$ cat src/logic/ast_pkg.sv
// package: register map, field layout and frame constants of the serial transmitter
package ast_pkg;

  // ************************************************************
  // register map (byte addresses, one aligned word each)
  // ************************************************************
  localparam logic [3:0] STATUS_OFS  = 4'h0;  // serial_status_register
  localparam logic [3:0] DATA_OFS    = 4'h4;  // serial_data_register
  localparam logic [3:0] CTRL1_OFS   = 4'h8;  // serial_control_first
  localparam logic [3:0] CTRL2_OFS   = 4'hc;  // enables and interrupt enables

  // ************************************************************
  // field positions
  // ************************************************************
  localparam int STAT_TDE_POS  = 7;  // tx_buffer_empty_flag
  localparam int STAT_TC_POS   = 6;  // tx_complete_flag
  localparam int CTL1_T8_POS   = 6;  // ninth_tx_bit
  localparam int CTL1_WL_POS   = 4;  // word_length_select
  localparam int CTL2_TIE_POS  = 7;  // tx_empty_irq_enable
  localparam int CTL2_TX_COMPLETE_IRQ_ENABLE_POS = 6;  // tx_complete_irq_enable
  localparam int CTL2_TE_POS   = 3;  // transmitter_enable
  localparam int CTL2_RE_POS   = 2;  // receiver_enable
  localparam int CTL2_SBK_POS  = 0;  // send_break_bit

  // ************************************************************
  // reset values
  // ************************************************************
  localparam logic [7:0] STATUS_RST = 8'hc0;
  localparam logic [7:0] CTRL1_RST  = 8'h00;
  localparam logic [7:0] CTRL2_RST  = 8'h00;

  // ************************************************************
  // frame layout
  // ************************************************************
  localparam logic [3:0] BITS_8     = 4'ha;  // start + 8 data + stop
  localparam logic [3:0] BITS_9     = 4'hb;  // start + 9 data + stop
  localparam int         SHIFT_W    = 11;

  // transmitter states, one-hot
  typedef enum logic [3:0] {
    ST_IDLE  = 4'h1,
    ST_PREAM = 4'h2,
    ST_DATA  = 4'h4,
    ST_BREAK = 4'h8
  } ast_state_type;

  // control fields held by the block
  typedef struct packed {
    logic ninth;
    logic wl9;
    logic tx_empty_irq_enable;
    logic tx_complete_irq_enable;
    logic te;
    logic re;
    logic send_break_bit;
  } ast_ctrl_type;

endpackage : ast_pkg

$ cat src/logic/ast_tx.sv
// design: transmit half of an asynchronous serial interface behind a wishbone slave
//
// Operation
// - pin released when both directions disabled
// - enabled with nothing pending, line high
// - start bit drives line low
// - stop bit drives line high
// - nine bits when selected, ninth from control
// - idle character is full frame of ones
// - transmit timed by its own baud tick
// - enabling transmitter selects serial pin function
// - enabling transmitter sends idle frame first
// - empty flag cleared by status then data write
// - empty flag set when buffer drains; interrupt
// - write while busy goes to holding buffer
// - write while quiet starts at once, flag set
// - complete flag set after stop or break
// - complete flag cleared by same sequence
// - break frames sent while break bit set
// - break length follows word length
// - one mark bit after last break frame
// - enable toggle mid-frame queues idle frame
// - enable toggle discards holding buffer
`timescale 1ns/10ps
`default_nettype none

module ast_tx
(
  // clock and reset
  input  wire logic        clk_i,
  input  wire logic        rst_i,
  // wishbone slave
  input  wire logic        wb_cyc_i,
  input  wire logic        wb_stb_i,
  input  wire logic        wb_we_i,
  input  wire logic [3:0]  wb_adr_i,
  input  wire logic [3:0]  wb_sel_i,
  input  wire logic [31:0] wb_dat_i,
  output logic      [31:0] wb_dat_o,
  output logic             wb_ack_o,
  // transmit baud tick from the external generator
  input  wire logic        tx_tick_i,
  // cpu interrupt mask bit of the condition code register
  input  wire logic        cpu_imask_i,
  // serial pin
  output logic             serial_tx_o,
  output logic             serial_tx_oe_o,
  // interrupt request
  output logic             tx_irq_o
);

  // ************************************************************
  // bus decode
  // ************************************************************
  logic                       req;
  logic                       wr;
  logic                       rd;
  logic                       lane0;
  logic                       ack_q;
  logic [31:0]                rdat_q;
  ast_pkg::ast_ctrl_type      ctrl_q;
  logic                       tde_q;
  logic                       tc_q;
  logic                       armed_q;
  logic [8:0]                 hold_q;
  logic                       hold_full_q;
  logic [ast_pkg::SHIFT_W-1:0] shift_q;
  logic [3:0]                 bitcnt_q;
  ast_pkg::ast_state_type     state_q;
  logic                       pream_q;
  logic                       mark_q;
  logic                       lead_q;
  logic                       data_wr;
  logic                       stat_acc;
  logic                       clr_seq;
  logic                       frame_end;
  logic                       load_hold;
  logic                       te_rise;
  logic                       te_fall;
  logic [3:0]                 frame_bits;
  logic [7:0]                 status_v;
  logic [7:0]                 ctrl1_v;
  logic [7:0]                 ctrl2_v;

  // a request is served once; ack falls the cycle after it is given
  assign req      = wb_cyc_i && wb_stb_i && !ack_q;
  assign wr       = req && wb_we_i;
  assign rd       = req && !wb_we_i;
  assign lane0    = wb_sel_i[0];
  assign data_wr  = wr && lane0 && (wb_adr_i == ast_pkg::DATA_OFS);
  // any read or write of the status word arms the clear sequence
  assign stat_acc = req && (wb_adr_i == ast_pkg::STATUS_OFS);
  assign clr_seq  = data_wr && armed_q;

  // frame length follows word length, for data and break alike
  assign frame_bits = ctrl_q.wl9 ? ast_pkg::BITS_9 : ast_pkg::BITS_8;

  // bit period ends on the last tick of a frame
  assign frame_end = tx_tick_i && (bitcnt_q == 4'h1)
                     && (state_q != ast_pkg::ST_IDLE);

  // holding buffer moves to shifter at frame end, or at once if quiet
  // never straight after a break frame: the trailing mark bit goes first
  assign load_hold = hold_full_q && ctrl_q.te && !ctrl_q.send_break_bit && !pream_q && !mark_q
                     && ((state_q == ast_pkg::ST_IDLE)
                         || (frame_end && (state_q != ast_pkg::ST_BREAK)));

  assign status_v = {tde_q, tc_q, 6'h00};
  assign ctrl1_v  = {1'b0, ctrl_q.ninth, 1'b0, ctrl_q.wl9, 4'h0};
  assign ctrl2_v  = {ctrl_q.tx_empty_irq_enable, ctrl_q.tx_complete_irq_enable, 2'b00, ctrl_q.te, ctrl_q.re, 1'b0, ctrl_q.send_break_bit};

  // te edges: rising sends an idle frame, falling drops the held word
  assign te_rise = wr && lane0 && (wb_adr_i == ast_pkg::CTRL2_OFS)
                   && wb_dat_i[ast_pkg::CTL2_TE_POS] && !ctrl_q.te;
  assign te_fall = wr && lane0 && (wb_adr_i == ast_pkg::CTRL2_OFS)
                   && !wb_dat_i[ast_pkg::CTL2_TE_POS] && ctrl_q.te;

  // ************************************************************
  // wishbone answer
  // ************************************************************
  // one wait state: ack in the cycle after the request is seen
  always_ff @(posedge clk_i)
  begin
    if (rst_i)
      ack_q <= 1'b0;
    else
      ack_q <= req;
  end

  // read data is registered alongside ack; unmapped reads return zero
  always_ff @(posedge clk_i)
  begin
    if (rst_i)
      rdat_q <= 32'h0000_0000;
    else if (rd)
    begin
      unique case (wb_adr_i)
        ast_pkg::STATUS_OFS: rdat_q <= {24'h00_0000, status_v};
        ast_pkg::DATA_OFS:   rdat_q <= {23'h00_0000, hold_q};
        ast_pkg::CTRL1_OFS:  rdat_q <= {24'h00_0000, ctrl1_v};
        ast_pkg::CTRL2_OFS:  rdat_q <= {24'h00_0000, ctrl2_v};
        default:             rdat_q <= 32'h0000_0000;
      endcase
    end
  end

  assign wb_ack_o = ack_q;
  assign wb_dat_o = rdat_q;

  // ************************************************************
  // control registers
  // ************************************************************
  // baud settings live outside; software keeps them steady while enabled
  always_ff @(posedge clk_i)
  begin
    if (rst_i)
      ctrl_q <= '0;
    else if (wr && lane0 && (wb_adr_i == ast_pkg::CTRL1_OFS))
    begin
      ctrl_q.ninth <= wb_dat_i[ast_pkg::CTL1_T8_POS];
      ctrl_q.wl9   <= wb_dat_i[ast_pkg::CTL1_WL_POS];
    end
    else if (wr && lane0 && (wb_adr_i == ast_pkg::CTRL2_OFS))
    begin
      ctrl_q.tx_empty_irq_enable  <= wb_dat_i[ast_pkg::CTL2_TIE_POS];
      ctrl_q.tx_complete_irq_enable <= wb_dat_i[ast_pkg::CTL2_TX_COMPLETE_IRQ_ENABLE_POS];
      ctrl_q.te   <= wb_dat_i[ast_pkg::CTL2_TE_POS];
      ctrl_q.re   <= wb_dat_i[ast_pkg::CTL2_RE_POS];
      ctrl_q.send_break_bit  <= wb_dat_i[ast_pkg::CTL2_SBK_POS];
    end
  end

  // ************************************************************
  // status flags and clear sequence
  // ************************************************************
  // the sequence stays armed until the data write that completes it
  always_ff @(posedge clk_i)
  begin
    if (rst_i)
      armed_q <= 1'b0;
    else if (stat_acc)
      armed_q <= 1'b1;
    else if (data_wr)
      armed_q <= 1'b0;
  end

  // empty flag: a set in the same cycle as the clear wins
  always_ff @(posedge clk_i)
  begin
    if (rst_i)
      tde_q <= ast_pkg::STATUS_RST[ast_pkg::STAT_TDE_POS];
    else if (load_hold || (data_wr && (state_q == ast_pkg::ST_IDLE) && !hold_full_q))
      tde_q <= 1'b1;
    else if (clr_seq)
      tde_q <= 1'b0;
  end

  // complete flag: set at end of every data or break frame
  always_ff @(posedge clk_i)
  begin
    if (rst_i)
      tc_q <= ast_pkg::STATUS_RST[ast_pkg::STAT_TC_POS];
    else if (frame_end && ((state_q == ast_pkg::ST_DATA) || (state_q == ast_pkg::ST_BREAK)))
      tc_q <= 1'b1;
    else if (clr_seq)
      tc_q <= 1'b0;
  end

  // ************************************************************
  // holding buffer
  // ************************************************************
  // ninth bit is sampled with the word so a later control write cannot skew it
  always_ff @(posedge clk_i)
  begin
    if (rst_i)
    begin
      hold_q      <= 9'h000;
      hold_full_q <= 1'b0;
    end
    else if (data_wr)
    begin
      hold_q      <= {ctrl_q.ninth, wb_dat_i[7:0]};
      hold_full_q <= 1'b1;
    end
    else if (te_fall)
      hold_full_q <= 1'b0;
    else if (load_hold)
      hold_full_q <= 1'b0;
  end

  // ************************************************************
  // pending idle frame and trailing mark bit
  // ************************************************************
  // a rising enable queues one idle frame, sent when the line is free
  always_ff @(posedge clk_i)
  begin
    if (rst_i)
      pream_q <= 1'b0;
    else if (te_rise)
      pream_q <= 1'b1;
    else if ((state_q == ast_pkg::ST_PREAM) && frame_end)
      pream_q <= 1'b0;
  end

  // the last break frame is followed by one mark bit before anything else
  always_ff @(posedge clk_i)
  begin
    if (rst_i)
      mark_q <= 1'b0;
    else if ((state_q == ast_pkg::ST_BREAK) && frame_end && !ctrl_q.send_break_bit)
      mark_q <= 1'b1;
    else if (mark_q && tx_tick_i)
      mark_q <= 1'b0;
  end

  // a frame begun from idle waits for the next tick, so its first bit is a whole period
  always_ff @(posedge clk_i)
  begin
    if (rst_i)
      lead_q <= 1'b0;
    else if (state_q == ast_pkg::ST_IDLE)
      lead_q <= 1'b1;
    else if (tx_tick_i)
      lead_q <= 1'b0;
  end

  // ************************************************************
  // transmit sequencer
  // ************************************************************
  // one bit leaves per baud tick; the shifter carries the stop bit in
  always_ff @(posedge clk_i)
  begin
    if (rst_i)
    begin
      state_q  <= ast_pkg::ST_IDLE;
      shift_q  <= '1;
      bitcnt_q <= 4'h0;
    end
    else if (load_hold)
    begin
      state_q  <= ast_pkg::ST_DATA;
      bitcnt_q <= frame_bits;
      if (ctrl_q.wl9)
        shift_q <= {1'b1, hold_q, 1'b0};
      else
        shift_q <= {2'b11, hold_q[7:0], 1'b0};
    end
    else if ((state_q == ast_pkg::ST_IDLE) || frame_end)
    begin
      if (!ctrl_q.te || mark_q)
      begin
        state_q  <= ast_pkg::ST_IDLE;
        shift_q  <= '1;
        bitcnt_q <= 4'h0;
      end
      else if (ctrl_q.send_break_bit)
      begin
        state_q  <= ast_pkg::ST_BREAK;
        shift_q  <= '0;
        bitcnt_q <= frame_bits;
      end
      else if (pream_q && !((state_q == ast_pkg::ST_PREAM) && frame_end))
      begin
        state_q  <= ast_pkg::ST_PREAM;
        shift_q  <= '1;
        bitcnt_q <= frame_bits;
      end
      else
      begin
        state_q  <= ast_pkg::ST_IDLE;
        shift_q  <= '1;
        bitcnt_q <= 4'h0;
      end
    end
    else if (tx_tick_i && !lead_q)
    begin
      shift_q  <= {1'b1, shift_q[ast_pkg::SHIFT_W-1:1]};
      bitcnt_q <= bitcnt_q - 4'h1;
    end
  end

  // ************************************************************
  // pin and interrupt outputs
  // ************************************************************
  // line is high whenever nothing shifts; the mark bit is also high
  always_ff @(posedge clk_i)
  begin
    if (rst_i)
      serial_tx_o <= 1'b1;
    else if ((state_q == ast_pkg::ST_IDLE) || mark_q || lead_q)
      serial_tx_o <= 1'b1;
    else
      serial_tx_o <= shift_q[0];
  end

  // pin is ours while either direction is enabled
  always_ff @(posedge clk_i)
  begin
    if (rst_i)
      serial_tx_oe_o <= 1'b0;
    else
      serial_tx_oe_o <= ctrl_q.te || ctrl_q.re;
  end

  // level request, gated by the cpu interrupt mask
  always_ff @(posedge clk_i)
  begin
    if (rst_i)
      tx_irq_o <= 1'b0;
    else
      tx_irq_o <= !cpu_imask_i && ((tde_q && ctrl_q.tx_empty_irq_enable) || (tc_q && ctrl_q.tx_complete_irq_enable));
  end

endmodule : ast_tx

`default_nettype wire

$ cat config.mk
export PLATFORM = sky130hd
export DESIGN_NAME = ast_tx
export DESIGN_NICKNAME = d
export VERILOG_FILES = /design/src/logic/ast_pkg.sv /design/src/logic/ast_tx.sv
export SDC_FILE = /design/constraint.sdc
export NUM_CORES = 1
export LEC_CHECK = 0
export BUFFER_PORTS_ARGS = -buffer_cell sky130_fd_sc_hd__buf_2
export CELL_PAD_IN_SITES_DETAIL_PLACEMENT = 0
export CELL_PAD_IN_SITES_GLOBAL_PLACEMENT = 1
export CORE_UTILIZATION = 35
export DETAILED_ROUTE_END_ITERATION = 8
export MAX_ROUTING_LAYER = met4
export PLACE_DENSITY_LB_ADDON = 0.1
export SLEW_MARGIN = 20
export SYNTH_ARGS = -nofsm -noshare
export SYNTH_HDL_FRONTEND = slang
export SYNTH_SLANG_ARGS = --single-unit
$ cat constraint.sdc
create_clock -name clk_i -period 2 [get_ports clk_i]
set_input_delay 0.6 -clock clk_i [delete_from_list [all_inputs] [get_ports clk_i]]
set_output_delay 0.6 -clock clk_i [all_outputs]
set_load 0.05 [all_outputs]
==> results.sh <==
export IMPL_synth_edff_count=0
export IMPL_ys_top_cells_by_count="55 x dfxtp_1, 36 x nand2_1, 34 x a21oi_1"
export IMPL_core_area_mm2=0.00725
export IMPL_total_power_mw=2.32
export IMPL_cts_setup_buffers=0
export IMPL_criticalPathCategory="flop to flop"
export IMPL_htree_levels=2
export IMPL_fill_cells=759
export IMPL_dp_hpwl_um=4760
export IMPL_cts_sinks=55
export IMPL_setup_tns_ps=0
export IMPL_die_y_um=88.5
export IMPL_antenna_found_initial=0
export IMPL_ys_ff_latch=55
export IMPL_fp_dieArea_mm2=0.00783
export IMPL_grt_remaining_overflow=0
export IMPL_clkSlewWorstSetupHoldPaths_ps=100
export IMPL_crit_path_end_kind="flop"
export IMPL_slowest_stage="dfxtp_1"
export IMPL_grt_pass1_wl_um=10400
export IMPL_initial_core_util=0.361
export IMPL_root_buffer="clkbuf_8"
export IMPL_crit_path_max_fanout=7
export IMPL_peakVddDrop_mv=0.318
export IMPL_reg2reg_setup_slack_ps=180
export IMPL_syn_avg_cell_area_um2=8.75
export IMPL_final_nets=396
export IMPL_ant_nets=0
export IMPL_ys_async_sr_fraction=0
export IMPL_required_ps=2220
export IMPL_vias_per_cell=5.10
export IMPL_wl_um=6430
export IMPL_synthMuxAreaShare=0.0521
export IMPL_grt_pass1_vias=2023
export IMPL_synthCells=299
export IMPL_yosys_cell_count_top_type="dfxtp_1"
export IMPL_dp_cells=439
export IMPL_hold_buffers=0
export IMPL_boundaryPins=83
export IMPL_post_route_util=0.423
export IMPL_fmax_ghz=0.551
export IMPL_rows=31
export IMPL_synthAdderAreaFrac=0.00956
export IMPL_rsz0062_at_grt="no"
export IMPL_slew_violations=0
export IMPL_hold_path_class="primary input to flop"
export IMPL_insertion_delay_ps=310
export IMPL_wl_per_cell_um=14.4
export IMPL_yosys_area_share_simple=0.216
export IMPL_synth_cell_types=55
export IMPL_powerDensity_mw_per_mm2=755
export IMPL_place_area_mm2=0.00295
export IMPL_ys_seq_area_frac=0.421
export IMPL_fin_crit_sh=0.908
export IMPL_drc=0
export IMPL_yosysTopAreaCellShare=0.421
export IMPL_whs_ps=435
export IMPL_slowest_delay_ps=380
export IMPL_cap_violations=0
export IMPL_synthFlopType="dfxtp_1"
export IMPL_register_area_mm2=0.00110
export IMPL_crit_family="compound AO/OA/AOI/OAI gates"
export IMPL_yosys_area_top_type="dfxtp_1"
export IMPL_critPathBufInv=2
export IMPL_cts_tree="done"
export IMPL_die_w_um=88.5
export IMPL_yosys_warnings=0
export IMPL_cts_resized=0
export IMPL_fin_ws_ps=184
export IMPL_synth_top_family_by_area="simple AND/OR/NAND/NOR gates"
export IMPL_outcome="finished, final reports clean"
export IMPL_synth_xor_area_frac=0.0100
export IMPL_io_buffer_count=32
export IMPL_numCtsBuffers=5
export IMPL_leakagePower_nw=1.17
export IMPL_hold_violations=0
export IMPL_vias=2278
export IMPL_synth_area_mm2=0.00262
export IMPL_place_congestion=0.790
export IMPL_final_cells=447
export IMPL_arrival_ps=2040
export IMPL_multi_input_area_mm2=0.00133
export IMPL_startpoint_type="flop"
export IMPL_crit_path_cell_trace="inv_1 -> ha_1 -> and4bb_2 -> a21boi_0 -> buf_4 -> o211ai_1 -> a311oi_1"
export IMPL_min_period_ps=1820
export IMPL_synth_area_leaders="dfxtp_1 42%, buf_4 7.5%, a21oi_1 6.5%"
export IMPL_initialDrtViolationCount=91
export IMPL_skew_ps=7.18
export IMPL_num_antenna_cells=0
export IMPL_drtPass1Iterations=4
export IMPL_layout_drive_gt1_share=0.230
export IMPL_syn2layout_area_growth_pct=17.2
export IMPL_grt_max_degree=25
export IMPL_place_ws_ps=83.4
export IMPL_final_area_mm2=0.00307
export IMPL_cts_path_max_buffers=2
export IMPL_setup_violations_final=0
export IMPL_track_usage=0.182
export IMPL_synth_compound_area_frac=0.186
[final timing paths]
| path | to | startpoint | cells after the start |
|---|---|---|---|
| worst max-delay path | bitcnt_q[3]$_SDFFE_PP0P_ | bitcnt_q[1]$_SDFFE_PP0P_ | 7 |
| worst min-delay path | tx_irq_o$_SDFF_PP0_ | cpu_imask_i | 2 |
| worst max register to register | bitcnt_q[3]$_SDFFE_PP0P_ | bitcnt_q[1]$_SDFFE_PP0P_ | 7 |
| worst min register to register | wb_dat_o[4]$_SDFFE_PP0P_ | wb_dat_o[4]$_SDFFE_PP0P_ | 2 |
[per-layer routing]
metal | vias to the layer above | track usage | routed length, um
met5 | - | - | 0
met4 | 0 | 0.0528 | 78
met3 | 7 | 0.0289 | 219
met2 | 55 | 0.271 | 2810
met1 | 1094 | 0.253 | 3320
li1 | 1122 | - | -
[flip-flops by register name, indices dropped and copies added (netlist names), 2 cells and up]
name	flops
ctrl2_v	5
hold_q	9
bitcnt_q	4
ctrl1_v	2
wb_dat_o	9
shift_q	11
state_q	4
[cells by family (layout without fill, tap and decap cells)]
logic type	count (synthesis)	after routing
adders and majority gates	2	2
other	1	23
buffers and inverters	46	73
AOI/OAI and AO/OA	77	77
muxes	12	12
and+or+nand+nor	103	103
xor gates and xnor gates	3	3
DFF	55	55
[worst register-to-register path, delay by kind of cell, from the launching register on]
| family | cells | cell delay (ps) |
|---|---|---|
| adders and majority gates | 1 | 180 |
| AOI/OAI and AO/OA | 3 | 620 |
| buffers and inverters | 2 | 250 |
| and+or+nand+nor | 1 | 290 |
| DFF | 1 | 380 |
[power breakdown]
part,internal (mW),switching (mW)
clock network,0.406,0.375
registers,1.12,0.0227
logic,0.125,0.263
[area by class of cell]
type                            instances  share of cell area
Clock buffer                            6              0.0269
Inverter                                6             0.00734
Clock inverter                          2              0.0114
Tap cell                               99              0.0404
Timing Repair Buffer                   59               0.122
Multi-Input combinational cell        220               0.433
Sequential cell                        55               0.359
[placed cells by master, fill, tap and decap left out, types with 2 or more instances in the layout]
master / synthesis / routed
o32ai_1: 10 / 10
inv_1: 6 / 6
nor4b_4: 2 / 2
nand2_1: 36 / 36
clkbuf_8: 0 / 6
a311oi_1: 2 / 2
o211ai_1: 2 / 2
o21ai_0: 2 / 2
a221o_1: 2 / 2
buf_2: 1 / 32
dfxtp_1: 55 / 55
nand2b_1: 2 / 2
nor4_1: 3 / 3
xnor2_1: 2 / 2
nor2_1: 21 / 21
ha_1: 2 / 2
mux2_2: 3 / 3
nand4_1: 2 / 2
mux2i_1: 8 / 8
nand3_1: 10 / 10
o21ai_1: 11 / 11
buf_4: 26 / 26
a21oi_1: 34 / 34
o2bb2ai_1: 2 / 2
a31oi_1: 2 / 2
conb_1: 1 / 23
nor3_1: 9 / 9
nor2b_1: 2 / 2
and3b_1: 2 / 2
No activity file was read; power rests on OpenSTA's default activity.
